<file path="config.mk">
export PLATFORM = sky130hd
export DESIGN_NAME = tccu_top
export DESIGN_NICKNAME = d
export VERILOG_FILES = /design/src/tccu_pkg.sv /design/src/tccu_cap_if.sv /design/src/tccu_capture.sv /design/src/tccu_top.sv
export VERILOG_INCLUDE_DIRS = /design/src
export SDC_FILE = /design/constraint.sdc
export NUM_CORES = 1
export LEC_CHECK = 0
export BUFFER_PORTS_ARGS = -buffer_cell sky130_fd_sc_hd__clkbuf_2
export CAP_MARGIN = 25
export CORE_ASPECT_RATIO = 0.5
export CORE_MARGIN = 10
export CORE_UTILIZATION = 45
export CTS_CLUSTER_SIZE = 16
export DETAILED_ROUTE_END_ITERATION = 7
export PLACE_DENSITY = 0.75
export SLEW_MARGIN = 20
export SYNTH_ARGS = -nofsm -noshare
export SYNTH_HDL_FRONTEND = slang
export SYNTH_SLANG_ARGS = --single-unit
</file>
<file path="constraint.sdc">
create_clock -name clk -period 2.5 [get_ports clk]
set_clock_uncertainty 0.2 [all_clocks]
set_input_delay 0.125 -clock clk [delete_from_list [all_inputs] [get_ports clk]]
set_output_delay 0.125 -clock clk [all_outputs]
set_load 0.02 [all_outputs]
</file>
<file path="src/tccu_defs.svh">
`ifndef TCCU_DEFS_SVH
`define TCCU_DEFS_SVH

// Widths of the counter, the bus data and the decoded address.
`define TCCU_CNT_W        32
`define TCCU_DATA_W       32
`define TCCU_ADDR_W       12

// Register byte offsets on the peripheral bus.
`define TCCU_OFS_COMPARE      12'h000
`define TCCU_OFS_COMPARE_CTRL 12'h004
`define TCCU_OFS_CAPTURE      12'h008
`define TCCU_OFS_CAPTURE_CTRL 12'h00C
`define TCCU_OFS_STATUS       12'h010

// Compare control field positions and width.
`define TCCU_CMP_EN       0
`define TCCU_CMP_INT_EN   1
`define TCCU_CMP_TXLOAD   2
`define TCCU_CMP_TXSEND   3
`define TCCU_CMP_RXSTART  4
`define TCCU_CMP_RXSTOP   5
`define TCCU_CMP_CTRL_W   6

// Capture control field positions and widths.
`define TCCU_CAP_INT_EN   0
`define TCCU_CAP_SEL_LO   1
`define TCCU_CAP_SEL_HI   6
`define TCCU_CAP_SNAP     7
`define TCCU_CAP_CLEAR    8
`define TCCU_CAP_CTRL_W   7
`define TCCU_CAP_WR_W     9
`define TCCU_CAP_EV_N     5
`define TCCU_CAP_SRC_N    6

// Status register field positions.
`define TCCU_STS_MATCH    0
`define TCCU_STS_CAPTRIG  1

// Reset values.
`define TCCU_RST_CNT      32'h0000_0000
`define TCCU_RST_CMP_CTRL 6'h00
`define TCCU_RST_CAP_CTRL 7'h00
`define TCCU_RST_BIT      1'h0
`define TCCU_ZERO_WORD    32'h0000_0000

`endif

</file>
<file path="src/tccu_pkg.sv">
`include "tccu_defs.svh"

package tccu_pkg;
   // Counter sized value shared by compare and capture paths.
   typedef logic [`TCCU_CNT_W-1:0]      tccu_count_t;
   // Bus data word.
   typedef logic [`TCCU_DATA_W-1:0]     tccu_word_t;
   // Compare control bits.
   typedef logic [`TCCU_CMP_CTRL_W-1:0] tccu_cmp_ctrl_t;
   // Stored capture control bits.
   typedef logic [`TCCU_CAP_CTRL_W-1:0] tccu_cap_ctrl_t;
   // Capture control write field including the two command bits.
   typedef logic [`TCCU_CAP_WR_W-1:0]   tccu_cap_wr_t;
   // Radio sequencer done events.
   typedef logic [`TCCU_CAP_EV_N-1:0]   tccu_events_t;
endpackage

</file>
<file path="src/tccu_cap_if.sv">
`timescale 1ns/100ps
`default_nettype none
`include "tccu_defs.svh"

interface tccu_cap_if;
   tccu_pkg::tccu_cap_wr_t   wrData;
   logic                     ctrlWrEn;
   tccu_pkg::tccu_count_t    count;
   logic                     tbRise;
   tccu_pkg::tccu_events_t   events;
   tccu_pkg::tccu_count_t    capture;
   tccu_pkg::tccu_cap_ctrl_t ctrlReadback;
   logic                     trigger;
   logic                     intEn;

   // Register block side.
   modport host (output wrData, ctrlWrEn, count, tbRise, events,
                 input capture, ctrlReadback, trigger, intEn);
   // Capture unit side.
   modport unit (input wrData, ctrlWrEn, count, tbRise, events,
                 output capture, ctrlReadback, trigger, intEn);
endinterface

`default_nettype wire

</file>
<file path="src/tccu_capture.sv">
`timescale 1ns/100ps
`default_nettype none
`include "tccu_defs.svh"

module tccu_capture (
   // Clock, reset and clock enable.
   input wire logic clk,
   input wire logic reset_n,
   input wire logic clkEn,
   // Register block link.
   tccu_cap_if.unit capIf
);

   tccu_pkg::tccu_cap_ctrl_t ctrlSys_ff;
   tccu_pkg::tccu_cap_ctrl_t nxt_ctrlSys;
   tccu_pkg::tccu_cap_ctrl_t ctrlTb_ff;
   tccu_pkg::tccu_cap_ctrl_t nxt_ctrlTb;
   tccu_pkg::tccu_count_t    capture_ff;
   tccu_pkg::tccu_count_t    nxt_capture;
   logic                     swReq;
   logic                     clrReq;
   logic [`TCCU_CAP_SRC_N-1:0] sources;
   logic                     trigger;

   // Command bits, sources and next state of the capture unit.
   always_comb begin
      swReq   = capIf.ctrlWrEn & capIf.wrData[`TCCU_CAP_SNAP];
      clrReq  = capIf.ctrlWrEn & capIf.wrData[`TCCU_CAP_CLEAR];
      sources = {capIf.events, swReq};
      trigger = |(sources & ctrlSys_ff[`TCCU_CAP_SEL_HI:`TCCU_CAP_SEL_LO]);
      nxt_ctrlSys = ctrlSys_ff;
      if (capIf.ctrlWrEn) begin
         nxt_ctrlSys = capIf.wrData[`TCCU_CAP_CTRL_W-1:0];
      end
      nxt_ctrlTb = capIf.tbRise ? ctrlSys_ff : ctrlTb_ff;
      // The trigger wins over a clear in the same cycle.
      if (trigger) begin
         nxt_capture = capIf.count;
      end else if (clrReq) begin
         nxt_capture = `TCCU_RST_CNT;
      end else begin
         nxt_capture = capture_ff;
      end
   end

   // Capture unit registers, all on the system clock.
   always_ff @(posedge clk or negedge reset_n) begin
      if (!reset_n) begin
         ctrlSys_ff <= `TCCU_RST_CAP_CTRL;
         ctrlTb_ff  <= `TCCU_RST_CAP_CTRL;
         capture_ff <= `TCCU_RST_CNT;
      end else if (clkEn) begin
         ctrlSys_ff <= nxt_ctrlSys;
         ctrlTb_ff  <= nxt_ctrlTb;
         capture_ff <= nxt_capture;
      end
   end

   // Outputs back to the register block.
   assign capIf.capture      = capture_ff;
   assign capIf.ctrlReadback = ctrlTb_ff;
   assign capIf.trigger      = trigger;
   assign capIf.intEn        = ctrlTb_ff[`TCCU_CAP_INT_EN];

endmodule // tccu_capture

`default_nettype wire

</file>
<file path="src/tccu_top.sv">
// Chosen here: the register addresses and the APB register port.
`timescale 1ns/100ps
`default_nettype none
`include "tccu_defs.svh"

// Notes on behaviour
// - Match is counter equal to timer compare copy, only while timer enable is high.
// - Each radio trigger is its timer enable bit ANDed with match.
// - Match, compare interrupt enable and radio triggers come only from timer-side registers; the capture trigger uses the system select bits.
// - Every setting has a system register and a timer copy taken each timebase rising edge.
// - Compare control has six bits; their timer copies form the readback.
// - Compare value loads from write data; its timer copy is the readback.
// - Compare value and compare control share write data, each with its strobe.
// - Each unit brings out its interrupt enable bit separately.
// - Capture control stores seven bits, each as system and timer pair.
// - Capture control write takes nine bits of write data.
// - Snapshot and clear bits are write-only strobes, absent from readback.
// - Capture trigger ORs each source gated by its select; it is the interrupt.
// - On a clock edge with trigger high the capture register takes the counter.
// - Writing the clear bit zeroes the capture register.
// - Trigger and clear together: the counter value wins.
// - Capture uses a synchronous load enable, never events as clocks.
// - Sources are the software snapshot and five radio sequencer done events.
// - Writing one to the snapshot bit captures at once; zero does nothing.
// - A one enables and a zero disables every enable and select bit.
module tccu_top (
   // Clock, reset and clock enable.
   input  wire logic                       clk,
   input  wire logic                       reset_n,
   input  wire logic                       clkEn,
   // Peripheral bus slave.
   input  wire logic                       psel,
   input  wire logic                       penable,
   input  wire logic                       pwrite,
   input  wire logic [`TCCU_ADDR_W-1:0]    paddr,
   input  wire logic [`TCCU_DATA_W-1:0]    pwdata,
   output logic      [`TCCU_DATA_W-1:0]    prdata,
   output logic                            pready,
   output logic                            pslverr,
   // Timebase.
   input  wire logic                       timebase_clk,
   input  wire logic [`TCCU_CNT_W-1:0]     count,
   // Radio sequencer done events.
   input  wire logic                       txLoadDone,
   input  wire logic                       txSfdDone,
   input  wire logic                       txSendDone,
   input  wire logic                       rxSfdDone,
   input  wire logic                       rxDone,
   // Compare unit outputs.
   output logic                            cmpMatch,
   output logic                            cmpIntEn,
   output logic                            txLoadTrigger,
   output logic                            txSendTrigger,
   output logic                            rxStartTrigger,
   output logic                            rxStopTrigger,
   output logic      [`TCCU_CNT_W-1:0]     cmpValue,
   output logic      [`TCCU_CMP_CTRL_W-1:0] cmpCtrl,
   // Capture unit outputs.
   output logic                            capTrigger,
   output logic                            capIntEn,
   output logic      [`TCCU_CNT_W-1:0]     capValue,
   output logic      [`TCCU_CAP_CTRL_W-1:0] capCtrl
);

   // True when the bus address selects the given register word.
   function automatic logic regHit(input logic [`TCCU_ADDR_W-1:0] addr,
                                   input logic [`TCCU_ADDR_W-1:0] ofs);
      regHit = (addr == ofs);
   endfunction

   // A radio trigger follows match only while its own timer-side enable is set.
   function automatic logic gateTrig(input logic enBit,
                                     input logic hit);
      gateTrig = enBit & hit;
   endfunction

   // Timebase edge detection.
   // The pin is treated as data, not as a clock: no logic runs on its edges.
   logic tbPrev_ff;
   logic nxt_tbPrev;
   logic tbRise;

   // Compare unit state.
   tccu_pkg::tccu_count_t    cmpSys_ff;
   tccu_pkg::tccu_count_t    nxt_cmpSys;
   tccu_pkg::tccu_count_t    cmpTb_ff;
   tccu_pkg::tccu_count_t    nxt_cmpTb;
   tccu_pkg::tccu_cmp_ctrl_t cmpCtrlSys_ff;
   tccu_pkg::tccu_cmp_ctrl_t nxt_cmpCtrlSys;
   tccu_pkg::tccu_cmp_ctrl_t cmpCtrlTb_ff;
   tccu_pkg::tccu_cmp_ctrl_t nxt_cmpCtrlTb;
   logic                     match;

   // Bus slave state.
   // The armed flop marks a pending transfer cycle, setup or access, that was seen with the clock enabled.
   logic                     armed_ff;
   logic                     nxt_armed;
   tccu_pkg::tccu_word_t     prdata_ff;
   tccu_pkg::tccu_word_t     nxt_prdata;
   logic                     slvErr_ff;
   logic                     nxt_slvErr;
   logic                     setupPhase;
   logic                     writeDone;
   logic                     mapped;
   tccu_pkg::tccu_word_t     readMux;
   tccu_pkg::tccu_word_t     statusWord;
   logic                     cmpWrEn;
   logic                     cmpCtrlWrEn;
   logic                     capCtrlWrEn;

   // Link to the capture unit.
   // It carries the write field, counter, timebase rise and events inward,
   // and the capture value, readback, trigger and interrupt enable outward.
   tccu_cap_if capIf ();

   // The timebase pin is sampled like any other synchronous input.
   // A rising edge is a cycle where it is high and was low one cycle earlier.
   // The pin must stay high and low for at least one system clock each, or a
   // rise is missed and the timer copies wait one more timebase period.
   always_comb begin
      nxt_tbPrev = timebase_clk;
      tbRise     = timebase_clk & ~tbPrev_ff;
   end

   // Register the previous timebase level.
   always_ff @(posedge clk or negedge reset_n) begin
      if (!reset_n) begin
         tbPrev_ff <= `TCCU_RST_BIT;
      end else if (clkEn) begin
         tbPrev_ff <= nxt_tbPrev;
      end
   end

   // Bus phase decoding and the write strobes for each register.
   // A write lands only on the access edge at which ready is high.
   // Writes to the capture word or the status word raise no strobe and are dropped.
   always_comb begin
      setupPhase  = psel & ~penable;
      writeDone   = psel & penable & pready & pwrite;
      cmpWrEn     = writeDone & regHit(paddr, `TCCU_OFS_COMPARE);
      cmpCtrlWrEn = writeDone & regHit(paddr, `TCCU_OFS_COMPARE_CTRL);
      capCtrlWrEn = writeDone & regHit(paddr, `TCCU_OFS_CAPTURE_CTRL);
      mapped      = regHit(paddr, `TCCU_OFS_COMPARE)
                  | regHit(paddr, `TCCU_OFS_COMPARE_CTRL)
                  | regHit(paddr, `TCCU_OFS_CAPTURE)
                  | regHit(paddr, `TCCU_OFS_CAPTURE_CTRL)
                  | regHit(paddr, `TCCU_OFS_STATUS);
   end

   // Next values of the compare registers.
   // The system copy follows the bus, the timer copy follows the system copy.
   // A write reaches the timer side only at the next timebase rise, so a read
   // made at once still returns the old value.
   always_comb begin
      nxt_cmpSys = cmpSys_ff;
      if (cmpWrEn) begin
         nxt_cmpSys = pwdata[`TCCU_CNT_W-1:0];
      end
      nxt_cmpCtrlSys = cmpCtrlSys_ff;
      if (cmpCtrlWrEn) begin
         nxt_cmpCtrlSys = pwdata[`TCCU_CMP_CTRL_W-1:0];
      end
      // Timer copies refresh on every timebase rising edge.
      nxt_cmpTb     = tbRise ? cmpSys_ff : cmpTb_ff;
      nxt_cmpCtrlTb = tbRise ? cmpCtrlSys_ff : cmpCtrlTb_ff;
   end

   // Compare registers of both sides.
   always_ff @(posedge clk or negedge reset_n) begin
      if (!reset_n) begin
         cmpSys_ff     <= `TCCU_RST_CNT;
         cmpTb_ff      <= `TCCU_RST_CNT;
         cmpCtrlSys_ff <= `TCCU_RST_CMP_CTRL;
         cmpCtrlTb_ff  <= `TCCU_RST_CMP_CTRL;
      end else if (clkEn) begin
         cmpSys_ff     <= nxt_cmpSys;
         cmpTb_ff      <= nxt_cmpTb;
         cmpCtrlSys_ff <= nxt_cmpCtrlSys;
         cmpCtrlTb_ff  <= nxt_cmpCtrlTb;
      end
   end

   // Match logic looks only at the timer copies and the counter.
   // A disabled unit never reports a match.
   // Match is a level that stands as long as the counter holds the value; with
   // a slow timebase it spans several system clocks.
   always_comb begin
      match = cmpCtrlTb_ff[`TCCU_CMP_EN] & (count == cmpTb_ff);
   end

   // Compare unit outputs; match and the radio triggers gated by it come from timer-side registers.
   // The interrupt itself is formed outside, from match and the enable output.
   // Triggers are levels and stand for as long as match does.
   assign cmpMatch       = match;
   assign cmpIntEn       = cmpCtrlTb_ff[`TCCU_CMP_INT_EN];
   assign txLoadTrigger  = gateTrig(cmpCtrlTb_ff[`TCCU_CMP_TXLOAD], match);
   assign txSendTrigger  = gateTrig(cmpCtrlTb_ff[`TCCU_CMP_TXSEND], match);
   assign rxStartTrigger = gateTrig(cmpCtrlTb_ff[`TCCU_CMP_RXSTART], match);
   assign rxStopTrigger  = gateTrig(cmpCtrlTb_ff[`TCCU_CMP_RXSTOP], match);
   assign cmpValue       = cmpTb_ff;
   assign cmpCtrl        = cmpCtrlTb_ff;

   // Feed the capture unit from the bus and the event pins.
   // Only nine bits of the write word reach the capture control.
   // Clear and snapshot arrive only with the write strobe, so a read never
   // disturbs the capture register.
   assign capIf.wrData   = pwdata[`TCCU_CAP_WR_W-1:0];
   assign capIf.ctrlWrEn = capCtrlWrEn;
   assign capIf.count    = count;
   assign capIf.tbRise   = tbRise;
   // Event pulses must stand for a full clock to be seen.
   assign capIf.events   = {rxDone, rxSfdDone, txSendDone, txSfdDone, txLoadDone};

   // Capture unit instance.
   // The unit runs on the system clock and shares the clock enable, so a
   // frozen block neither captures nor clears.
   tccu_capture u_capture (
      .clk     (clk),
      .reset_n (reset_n),
      .clkEn   (clkEn),
      .capIf   (capIf.unit)
   );

   // Capture unit outputs.
   assign capTrigger = capIf.trigger;
   assign capIntEn   = capIf.intEn;
   assign capValue   = capIf.capture;
   assign capCtrl    = capIf.ctrlReadback;

   // Status word: live match and capture trigger, every other bit zero.
   // Both bits are levels, so a read sees them only while they stand.
   always_comb begin
      statusWord                    = `TCCU_ZERO_WORD;
      statusWord[`TCCU_STS_MATCH]   = match;
      statusWord[`TCCU_STS_CAPTRIG] = capIf.trigger;
   end

   // Read data selection; reserved bits and unmapped words read as zero.
   // Every register reads its timer-side copy except capture and status,
   // which have no timer copy.
   always_comb begin
      readMux = `TCCU_ZERO_WORD;
      case (paddr)
         `TCCU_OFS_COMPARE: begin
            readMux = cmpTb_ff;
         end
         `TCCU_OFS_COMPARE_CTRL: begin
            readMux[`TCCU_CMP_CTRL_W-1:0] = cmpCtrlTb_ff;
         end
         `TCCU_OFS_CAPTURE: begin
            readMux = capIf.capture;
         end
         `TCCU_OFS_CAPTURE_CTRL: begin
            readMux[`TCCU_CAP_CTRL_W-1:0] = capIf.ctrlReadback;
         end
         `TCCU_OFS_STATUS: begin
            readMux = statusWord;
         end
         default: begin
            readMux = `TCCU_ZERO_WORD;
         end
      endcase
   end

   // Bus slave next state.
   // Unmapped or misaligned words answer with an error but with no wait state.
   // Read data and error are caught in the setup cycle so that they come
   // from flip-flops in the access phase; ready then follows one cycle on.
   always_comb begin
      nxt_armed  = psel & ~(penable & pready);
      nxt_prdata = prdata_ff;
      nxt_slvErr = slvErr_ff;
      if (setupPhase) begin
         nxt_prdata = pwrite ? `TCCU_ZERO_WORD : readMux;
         nxt_slvErr = ~mapped;
      end
   end

   // Bus slave registers.
   // Read data is latched at the setup edge, so a value that changes during
   // the access phase shows only at the next read.
   always_ff @(posedge clk or negedge reset_n) begin
      if (!reset_n) begin
         armed_ff  <= `TCCU_RST_BIT;
         prdata_ff <= `TCCU_ZERO_WORD;
         slvErr_ff <= `TCCU_RST_BIT;
      end else if (clkEn) begin
         armed_ff  <= nxt_armed;
         prdata_ff <= nxt_prdata;
         slvErr_ff <= nxt_slvErr;
      end
   end

   // Ready is held low while the clock enable freezes the block.
   // Ready is combinational so that the access phase takes a single cycle.
   // The error flag is shown only together with ready, never on its own.
   assign pready  = clkEn & penable & armed_ff;
   assign prdata  = prdata_ff;
   assign pslverr = slvErr_ff & pready;

endmodule // tccu_top

`default_nettype wire

</file>
==> results of run 1 <==
-- per-layer routing --
| metal | share of wire (%) | wire length [um] | up-vias |
|---|---|---|---|
| li1 | - | - | 2547 |
| met3 | 5.7 | 1220 | 45 |
| met4 | 2.7 | 586 | 0 |
| met5 | 0 | 0 | - |
| met1 | 41 | 8690 | 2755 |
| met2 | 51 | 10900 | 151 |
-- cells in the final DEF, fill, tap and decap left out, types with 3 or more instances in the layout --
| cell type | Yosys | routed |
|---|---|---|
| sky130_fd_sc_hd__buf_12 | 0 | 4 |
| sky130_fd_sc_hd__nor4_1 | 8 | 3 |
| sky130_fd_sc_hd__mux2i_1 | 25 | 25 |
| sky130_fd_sc_hd__inv_1 | 39 | 39 |
| sky130_fd_sc_hd__clkinvlp_4 | 0 | 5 |
| sky130_fd_sc_hd__buf_8 | 0 | 5 |
| sky130_fd_sc_hd__mux4_2 | 6 | 6 |
| sky130_fd_sc_hd__and3_1 | 4 | 4 |
| sky130_fd_sc_hd__and2_4 | 0 | 4 |
| sky130_fd_sc_hd__nor4_2 | 1 | 5 |
| sky130_fd_sc_hd__nand2_1 | 70 | 70 |
| sky130_fd_sc_hd__nor2_1 | 5 | 5 |
| sky130_fd_sc_hd__buf_4 | 5 | 14 |
| sky130_fd_sc_hd__bufinv_16 | 0 | 4 |
| sky130_fd_sc_hd__o21ai_2 | 20 | 20 |
| sky130_fd_sc_hd__clkbuf_2 | 0 | 200 |
| sky130_fd_sc_hd__nand4_1 | 4 | 4 |
| sky130_fd_sc_hd__mux2_2 | 91 | 91 |
| sky130_fd_sc_hd__clkbuf_16 | 0 | 17 |
| sky130_fd_sc_hd__dlygate4sd3_1 | 0 | 72 |
| sky130_fd_sc_hd__xor2_1 | 28 | 27 |
| sky130_fd_sc_hd__xnor2_1 | 4 | 4 |
| sky130_fd_sc_hd__o21ai_0 | 14 | 14 |
| sky130_fd_sc_hd__o31ai_1 | 32 | 32 |
| sky130_fd_sc_hd__dfrtp_1 | 157 | 156 |
-- synth_stat cells --
master | number | area share, %
sky130_fd_sc_hd__dfrtp_1 | 157 | 56
sky130_fd_sc_hd__mux2_2 | 91 | 14
sky130_fd_sc_hd__nand2_1 | 70 | 3.7
sky130_fd_sc_hd__inv_1 | 39 | 2.1
sky130_fd_sc_hd__o31ai_1 | 32 | 3.4
sky130_fd_sc_hd__xor2_1 | 28 | 3.5
sky130_fd_sc_hd__mux2i_1 | 25 | 3.5
sky130_fd_sc_hd__o21ai_2 | 20 | 2.5
sky130_fd_sc_hd__buf_2 | 19 | 1.3
sky130_fd_sc_hd__o21ai_0 | 14 | 0.99
sky130_fd_sc_hd__nor4_1 | 8 | 0.71
sky130_fd_sc_hd__and2_1 | 6 | 0.53
sky130_fd_sc_hd__clkbuf_1 | 6 | 0.32
sky130_fd_sc_hd__mux4_2 | 6 | 1.9
sky130_fd_sc_hd__buf_4 | 5 | 0.53
sky130_fd_sc_hd__nor2_1 | 5 | 0.27
sky130_fd_sc_hd__and3_1 | 4 | 0.35
sky130_fd_sc_hd__nand4_1 | 4 | 0.35
sky130_fd_sc_hd__xnor2_1 | 4 | 0.50
sky130_fd_sc_hd__buf_6 | 3 | 0.48
sky130_fd_sc_hd__a21o_1 | 2 | 0.21
sky130_fd_sc_hd__a21oi_1 | 2 | 0.14
sky130_fd_sc_hd__a22oi_1 | 2 | 0.21
sky130_fd_sc_hd__buf_1 | 2 | 0.11
sky130_fd_sc_hd__nand3b_1 | 2 | 0.21
sky130_fd_sc_hd__nor3_1 | 2 | 0.14
sky130_fd_sc_hd__a222oi_1 | 1 | 0.14
sky130_fd_sc_hd__a32o_1 | 1 | 0.14
sky130_fd_sc_hd__nand2_2 | 1 | 0.089
sky130_fd_sc_hd__nand2b_1 | 1 | 0.089
sky130_fd_sc_hd__nand3_1 | 1 | 0.071
sky130_fd_sc_hd__nand3_2 | 1 | 0.14
sky130_fd_sc_hd__nand3b_4 | 1 | 0.28
sky130_fd_sc_hd__nand4b_1 | 1 | 0.12
sky130_fd_sc_hd__nor3b_4 | 1 | 0.27
sky130_fd_sc_hd__nor4_2 | 1 | 0.18
sky130_fd_sc_hd__nor4b_1 | 1 | 0.12
sky130_fd_sc_hd__o211ai_1 | 1 | 0.11
sky130_fd_sc_hd__o21bai_1 | 1 | 0.11
sky130_fd_sc_hd__or2_1 | 1 | 0.089
-- registers in the layout, indices dropped and copies added, names as in the netlist --
signal	flops
cmpCtrlSys_ff	6
slvErr_ff	1
cmpCtrl	6
prdata	32
tbPrev_ff	1
cmpSys_ff	32
cmpValue	32
u_capture.capIf.capture	32
u_capture.capIf.ctrlReadback	7
u_capture.ctrlSys_ff	7
armed_ff	1
-- worst min-delay path: stages --
cell,delay (ns)
sky130_fd_sc_hd__clkbuf_2,0.21
sky130_fd_sc_hd__a22oi_1,0.10
sky130_fd_sc_hd__o21ai_0,0.14
-- what timing repair did --
action / in CTS / in global routing
pin swaps: 5 / 8
hold endpoints to repair: 156 / 0
gates resized for setup: 17 / 9
setup endpoints to repair: 5 / 5
hold buffers: 72 / 0
setup buffers: 5 / 0
-- cell type report --
class	count	area share (%)
inverter	39	1.49
sequential	157	40.0
clock inverter	13	1.92
clock buffer	19	4.51
timing repair buffer	296	20.3
antenna	2	0.0510
tap	204	2.60
multi-input combinational	341	29.1
-- cells by family after synthesis --
| logic type | count (synthesis) |
|---|---|
| xor+xnor | 32 |
| buf+inv | 74 |
| compound gates | 76 |
| flops | 157 |
| simple gates | 111 |
| mux | 122 |
-- worst max path at each step --
stage,startpoint,to,slack (ns),cells after the start
6_report,cmpValue[2]$_DFFE_PN0P_,rxStartTrigger,-0.05,7
5_1_grt,cmpValue[16]$_DFFE_PN0P_,rxStartTrigger,-0.17,7
4_1_cts,cmpValue[18]$_DFFE_PN0P_,rxStartTrigger,-0.16,7
3_5_place_dp,cmpValue[4]$_DFFE_PN0P_,rxStartTrigger,0.14,7
3_3_place_gp,cmpValue[4]$_DFFE_PN0P_,rxStartTrigger,0.13,7
2_1_floorplan,cmpValue[13]$_DFFE_PN0P_,rxStartTrigger,0.19,5
-- where the power goes --
part / total, mW / leakage [nW] / switching [mW] / internal (mW)
registers: 2.56 / 2.02 / 0.00754 / 2.55
logic: 0.417 / 2.86 / 0.215 / 0.202
clock network: 2.76 / 0.292 / 1.05 / 1.71
-- through the flow --
stage | utilization (%) | setup TNS, ns | setup slack, ns | area (um^2)
after floorplan | - | 0 | 0.190 | 7080
after global placement | 54.0 | 0 | 0.132 | 8320
after detailed placement | 54.0 | 0 | 0.142 | 8320
after CTS | 63.5 | -0.714 | -0.159 | 9780
after global routing | 63.7 | -0.742 | -0.169 | 9810
final | 63.7 | -0.162 | -0.0521 | 9820
==> impl_results.md, run 1 <==
* Status: complete, but fails checks
* Failing checks: setup timing
* Post-detailed-route DRC marker count at 0
* Hold Slack at 0.0131 ns
* Fraction of met2 tracks used by global routing at 35.0%
* Critical Path RT at 2.17 ns
* M3 GR Usage at 4.03%
* Synthesis-to-finish area growth at 38.9%
* Peak fanout along the critical path at 5
* Synthesized area per cell at 12.4 um^2
* Largest net degree at the start of global routing at 60
* Critical Path Max Stage Delay at 0.41 ns
* Worst voltage drop across the vdd grid at 0.479 mV
* Setup crit end kind: primary output
* Area enclosed by the die boundary at 21400 um^2
* Initial antenna violation count at 0
* Clock latency on the worst-skew pair at 0.41 ns
* Worst Hold Class: input port to flop
* Fraction of the mapped netlist area in adder cells at 0%
* Root Buffer Master: sky130_fd_sc_hd__clkbuf_16
* Placed Instances at 960
* Detailed Routing Iterations Pass 1 at 4
* Post-layout net count at 940
* Busiest grt layer: met2
* Met1 Track Usage GR at 24.3%
* Crit path buffers/inverters at 2
* Total clock buffers created by CTS at 17
* Total nets after synthesis at 660
* Most used cell, CP: sky130_fd_sc_hd__nor4_2
* Number of hold violations in the final report at 0
* Post-CTS clock slew at the launch and capture registers of the worst setup and hold paths at 0.06 ns
* Vertical die dimension at 109 um
* Number of clock sinks at 157
* Minimum setup slack in the final design at -0.0521 ns
* Combinational family with the most area after synthesis: multiplexers
* Per-cell routed wire length at 20.0 um
* CTS tree: yes
* Cell area after synthesis at 7070 um^2
* Number of primary I/O pins at 207
* RR Startpoint: u_capture.ctrlSys_ff[2]$_DFFE_PN0P_
* Number of warnings reported in the yosys synthesis log at 0
* Destination of the worst register-to-register timing path: u_capture.capIf.capture[6]$_DFFE_PN0P_
* Count of port buffers added during placement at 206
* Weighted congestion reported at the end of routability-driven placement at 0.856
* Storage cell area at 3930 um^2
* Hold worst-path end: prdata[6]$_DFFE_PN0P_
* Layout cell share with drive strength beyond 1 at 45.1%
* Highest Clock Rate at 392 MHz
* Count of final max-slew check failures at 0
* Launch instance of the worst min-delay path: paddr[3]
* Starting utilization of the core area at 45.9%
* Area of the core at 15400 um^2
* Sequential share of the synthesized area at 55.6%
* Pwr per Cell Area at 584 nW/um^2
* Non-filler instance count after layout at 1071
* Filler cells at 1126
* Routed Wire Length at 21400 um
* Final global-route overflow total at 0
* Setup slack on the worst flop-to-flop path at 0.30 ns
* Period utilisation layout at 102%
* Number of standard-cell rows in the floorplan at 32
* Number of global-route vias before repair at 5950
* Startpoint-to-endpoint class of the critical path: flop to primary output
* Mux contribution to synthesized area at 19.9%
* First-pass GRT wire length at 33700 um
* Vias per std cell at 5.13
* FF+latch count, synth at 157
* Synth Area in Compound Gates at 7.93%
* Setup repair after global routing missed its margin: true
* Pleak at 5.17 nW
* Shortest clock period the worst path allows after layout at 2.55 ns
* Design Power at 5.73 mW
* Hold Crit Depth at 3
* Total setup violations reported at the end of the flow at 4
* GR Util All Layers at 20.1%
* Area share of and/or/nand/nor cells after synthesis at 7.73%
* MaxCap Viol Count at 0
* Post-route antenna net violation count at 0
* Maximum count of clock buffers along a single path at 2
* Startpoint types: flop
* Cell with the largest stage delay on the worst path: sky130_fd_sc_hd__dfrtp_1
* Detailed Route Iter0 Violations at 370
* Max-slew headroom at the worst pin at 62.6%
* Worst r2r path cells at 5
* Data arrival time of the critical path at 2.23 ns
* Count of vias placed by the detailed router at 5498
* Crit-path cells: xor2_1 > nor4_2 > nand4_1 > nor4_2 > buf_4 > and2_4 > buf_8
* Top cell family by delay on the critical path: simple AND/OR/NAND/NOR gates
* Die width at 197 um
* Cell count after synthesis at 572
* Count of different cell masters after synthesis at 40
* XOR/XNOR Fraction of Synth Area at 3.96%
* Dpl hpwl at 15100 um
* Total area of multi-input combinational cells at 2860 um^2
* Actual slew at the worst max-slew pin at 0.559 ns
* Maximum level of the CTS H-tree at 4
(Power assumes the default switching activity.)
==> inputs of run 2 (changes only) <==
--- a/config.mk
+++ b/config.mk
@@ -11,8 +11,10 @@
 export CORE_ASPECT_RATIO = 0.5
 export CORE_MARGIN = 10
 export CORE_UTILIZATION = 45
+export CTS_BUF_LIST = sky130_fd_sc_hd__clkbuf_8
 export CTS_CLUSTER_SIZE = 16
 export DETAILED_ROUTE_END_ITERATION = 7
+export MAX_ROUTING_LAYER = met4
 export PLACE_DENSITY = 0.75
 export SLEW_MARGIN = 20
 export SYNTH_ARGS = -nofsm -noshare
==> run 2 against run 1 <==
Against the previous run: the run still ends with setup timing left; highest routed layer unchanged; final cell count grew 0.28%; largest power group is now registers; largest cell class unchanged; sequential share of layout area grew 0.65 points; register-to-register slack lost 0.05 ns; critical path depth is the same; critical path type unchanged; flip-flop and latch count is the same.
==> impl_results.md, run 2 (synthesis results as in run 1) <==
* Clock latency on the worst-skew pair at 0.43 ns (+0.02 ns)
* Dpl hpwl at 15100 um (unchanged)
* Period utilisation layout at 101% (-0.81 points)
* Status: complete, but fails checks
* Most frequent standard cell in the layout excluding fill and tap cells: sky130_fd_sc_hd__clkbuf_2
* Detailed Routing Iterations Pass 1 at 4 (unchanged)
* Peak fanout along the critical path at 5 (unchanged)
* Final global-route overflow total at 0 (unchanged)
* Setup crit end kind: primary output
* Largest net degree at the start of global routing at 60 (unchanged)
* Number of global-route vias before repair at 5936 (-0.24%)
* Design Power at 5.07 mW (-12%)
* Destination of the worst register-to-register timing path: u_capture.capIf.capture[9]$_DFFE_PN0P_
* Weighted congestion reported at the end of routability-driven placement at 0.869 (+1.6%)
* Setup slack on the worst flop-to-flop path at 0.25 ns (-0.05 ns)
* Pwr per Cell Area at 525 nW/um^2 (-10%)
* Count of final max-slew check failures at 0 (unchanged)
* First-pass GRT wire length at 33500 um (-0.56%)
* MaxCap Viol Count at 0 (unchanged)
* Vertical die dimension at 109 um (unchanged)
* Per-cell routed wire length at 20.0 um (-0.27%)
* Hold Slack at 0.0204 ns (+0.00731 ns)
* Detailed Route Iter0 Violations at 390 (+5.4%)
* Shortest clock period the worst path allows after layout at 2.53 ns (-0.0203 ns)
* Actual slew at the worst max-slew pin at 0.575 ns (+0.0157 ns)
* Layout cell share with drive strength beyond 1 at 45.0% (-0.092 points)
* Number of primary I/O pins at 207 (unchanged)
* Critical Path RT at 2.17 ns (about the same)
* Die width at 197 um (unchanged)
* Total area of multi-input combinational cells at 2860 um^2 (unchanged)
* Startpoint-to-endpoint class of the critical path: flop to primary output
* Worst r2r path cells at 5 (unchanged)
* Total clock buffers created by CTS at 17 (unchanged)
* Starting utilization of the core area at 45.9% (unchanged)
* Maximum level of the CTS H-tree at 4 (unchanged)
* Leading cell types in the layout, fill and taps excluded: sky130_fd_sc_hd__clkbuf_2, sky130_fd_sc_hd__dfrtp_1, sky130_fd_sc_hd__mux2_2, sky130_fd_sc_hd__dlygate4sd3_1, sky130_fd_sc_hd__nand2_1
* Worst voltage drop across the vdd grid at 0.314 mV (-34%)
* Pleak at 5.11 nW (-1.2%)
* CTS tree: yes
* Routed Wire Length at 21400 um (about the same)
* Number of clock sinks at 157 (unchanged)
* Failing checks: setup timing
* Maximum count of clock buffers along a single path at 2 (unchanged)
* Filler cells at 1159 (+2.9%)
* Count of port buffers added during placement at 206 (unchanged)
* Max-slew headroom at the worst pin at 61.7% (-0.93 points)
* Critical Path Start: cmpValue[2]$_DFFE_PN0P_
* Post-detailed-route DRC marker count at 0 (unchanged)
* Startpoint types: flop
* Number of hold violations in the final report at 0 (unchanged)
* Minimum setup slack in the final design at -0.0318 ns (+0.0203 ns)
* GR Util All Layers at 20.6% (+0.55 points)
* Root Buffer Master: sky130_fd_sc_hd__clkbuf_8
* Post-CTS clock slew at the launch and capture registers of the worst setup and hold paths at 0.09 ns (+0.03 ns)
* Post-layout net count at 944 (+0.43%)
* Highest Clock Rate at 395 MHz (+0.80%)
* Setup repair after global routing missed its margin: true
* Total setup violations reported at the end of the flow at 4 (unchanged)
* Post-route antenna net violation count at 0 (unchanged)
* Number of standard-cell rows in the floorplan at 32 (unchanged)
* RR Startpoint: u_capture.ctrlSys_ff[2]$_DFFE_PN0P_
* Initial antenna violation count at 0 (unchanged)
* Count of vias placed by the detailed router at 5557 (+1.1%)
* Area enclosed by the die boundary at 21400 um^2 (unchanged)
* Area of the core at 15400 um^2 (unchanged)
* Synthesis-to-finish area growth at 36.6%
* Worst Hold Class: input port to asynchronous set/reset pin
* Vias per std cell at 5.17 (+0.79%)
* Storage cell area at 3930 um^2 (about the same)
* Data arrival time of the critical path at 2.21 ns (-0.02 ns)
==> run 2: power breakdown <==
group | internal (mW) | total, mW | leakage (nW) | switching (mW)
clock network | 1.12 | 2.10 | 0.209 | 0.977
registers | 2.55 | 2.56 | 2.02 | 0.00751
logic | 0.205 | 0.421 | 2.88 | 0.216
total | 3.87 | 5.07 | 5.11 | 1.20
==> run 2: per-layer routing <==
metal	part of all wire [%]	global-route usage [%]	vias up	wire length [um]
met2	50	34.1	162	10800
li1	-	-	2555	-
met4	2.6	8.07	0	556
met1	43	25.2	2800	9230
met5	0	-	-	0
met3	3.9	3.38	40	830
==> run 2: final cells by class <==
type                       count  area share, %
antenna                        1         0.0259
multi-input combinational    341           29.6
tap                          204           2.64
clock inverter                14           2.00
clock buffer                  18           2.57
inverter                      39           1.52
timing repair buffer         300           21.0
sequential                   157           40.7
==> run 2: worst max-delay path by stage <==
| stage | endpoint | cells after the start |
|---|---|---|
| floorplan | rxStartTrigger | 5 |
| global placement | rxStartTrigger | 7 |
| detailed placement | rxStartTrigger | 7 |
| CTS | rxStartTrigger | 7 |
| global route | rxStartTrigger | 7 |
| finish | rxStartTrigger | 7 |
==> run 2: through the flow <==
step	setup WS [ns]	cells	cell area (um^2)	setup TNS (ns)	utilization [%]
after floorplan	0.190	572	7080	0	-
after detailed placement	0.142	960	8320	0	54.0
after global placement	0.132	960	8320	0	54.0
final	-0.0318	1074	9660	-0.0873	62.7
after global routing	-0.182	1073	9660	-0.826	62.6
after CTS	-0.117	1071	9610	-0.513	62.3
==> run 2: critical path, stage by stage (launching register included) <==
cell and delay, ns:
sky130_fd_sc_hd__dfrtp_1 0.42, sky130_fd_sc_hd__xor2_1 0.17, sky130_fd_sc_hd__nor4_2 0.30, sky130_fd_sc_hd__nand4_1 0.18
sky130_fd_sc_hd__nor4_2 0.25, sky130_fd_sc_hd__buf_4 0.18, sky130_fd_sc_hd__and2_4 0.16, sky130_fd_sc_hd__buf_8 0.11
==> run 2: what timing repair did <==
action,4_1_cts,5_1_grt
endpoints found under the setup margin,5,5
hold buffers,74,0
pin swaps,5,3
setup buffers,5,2
gates resized for setup,16,9
endpoints found under the hold margin,227,0
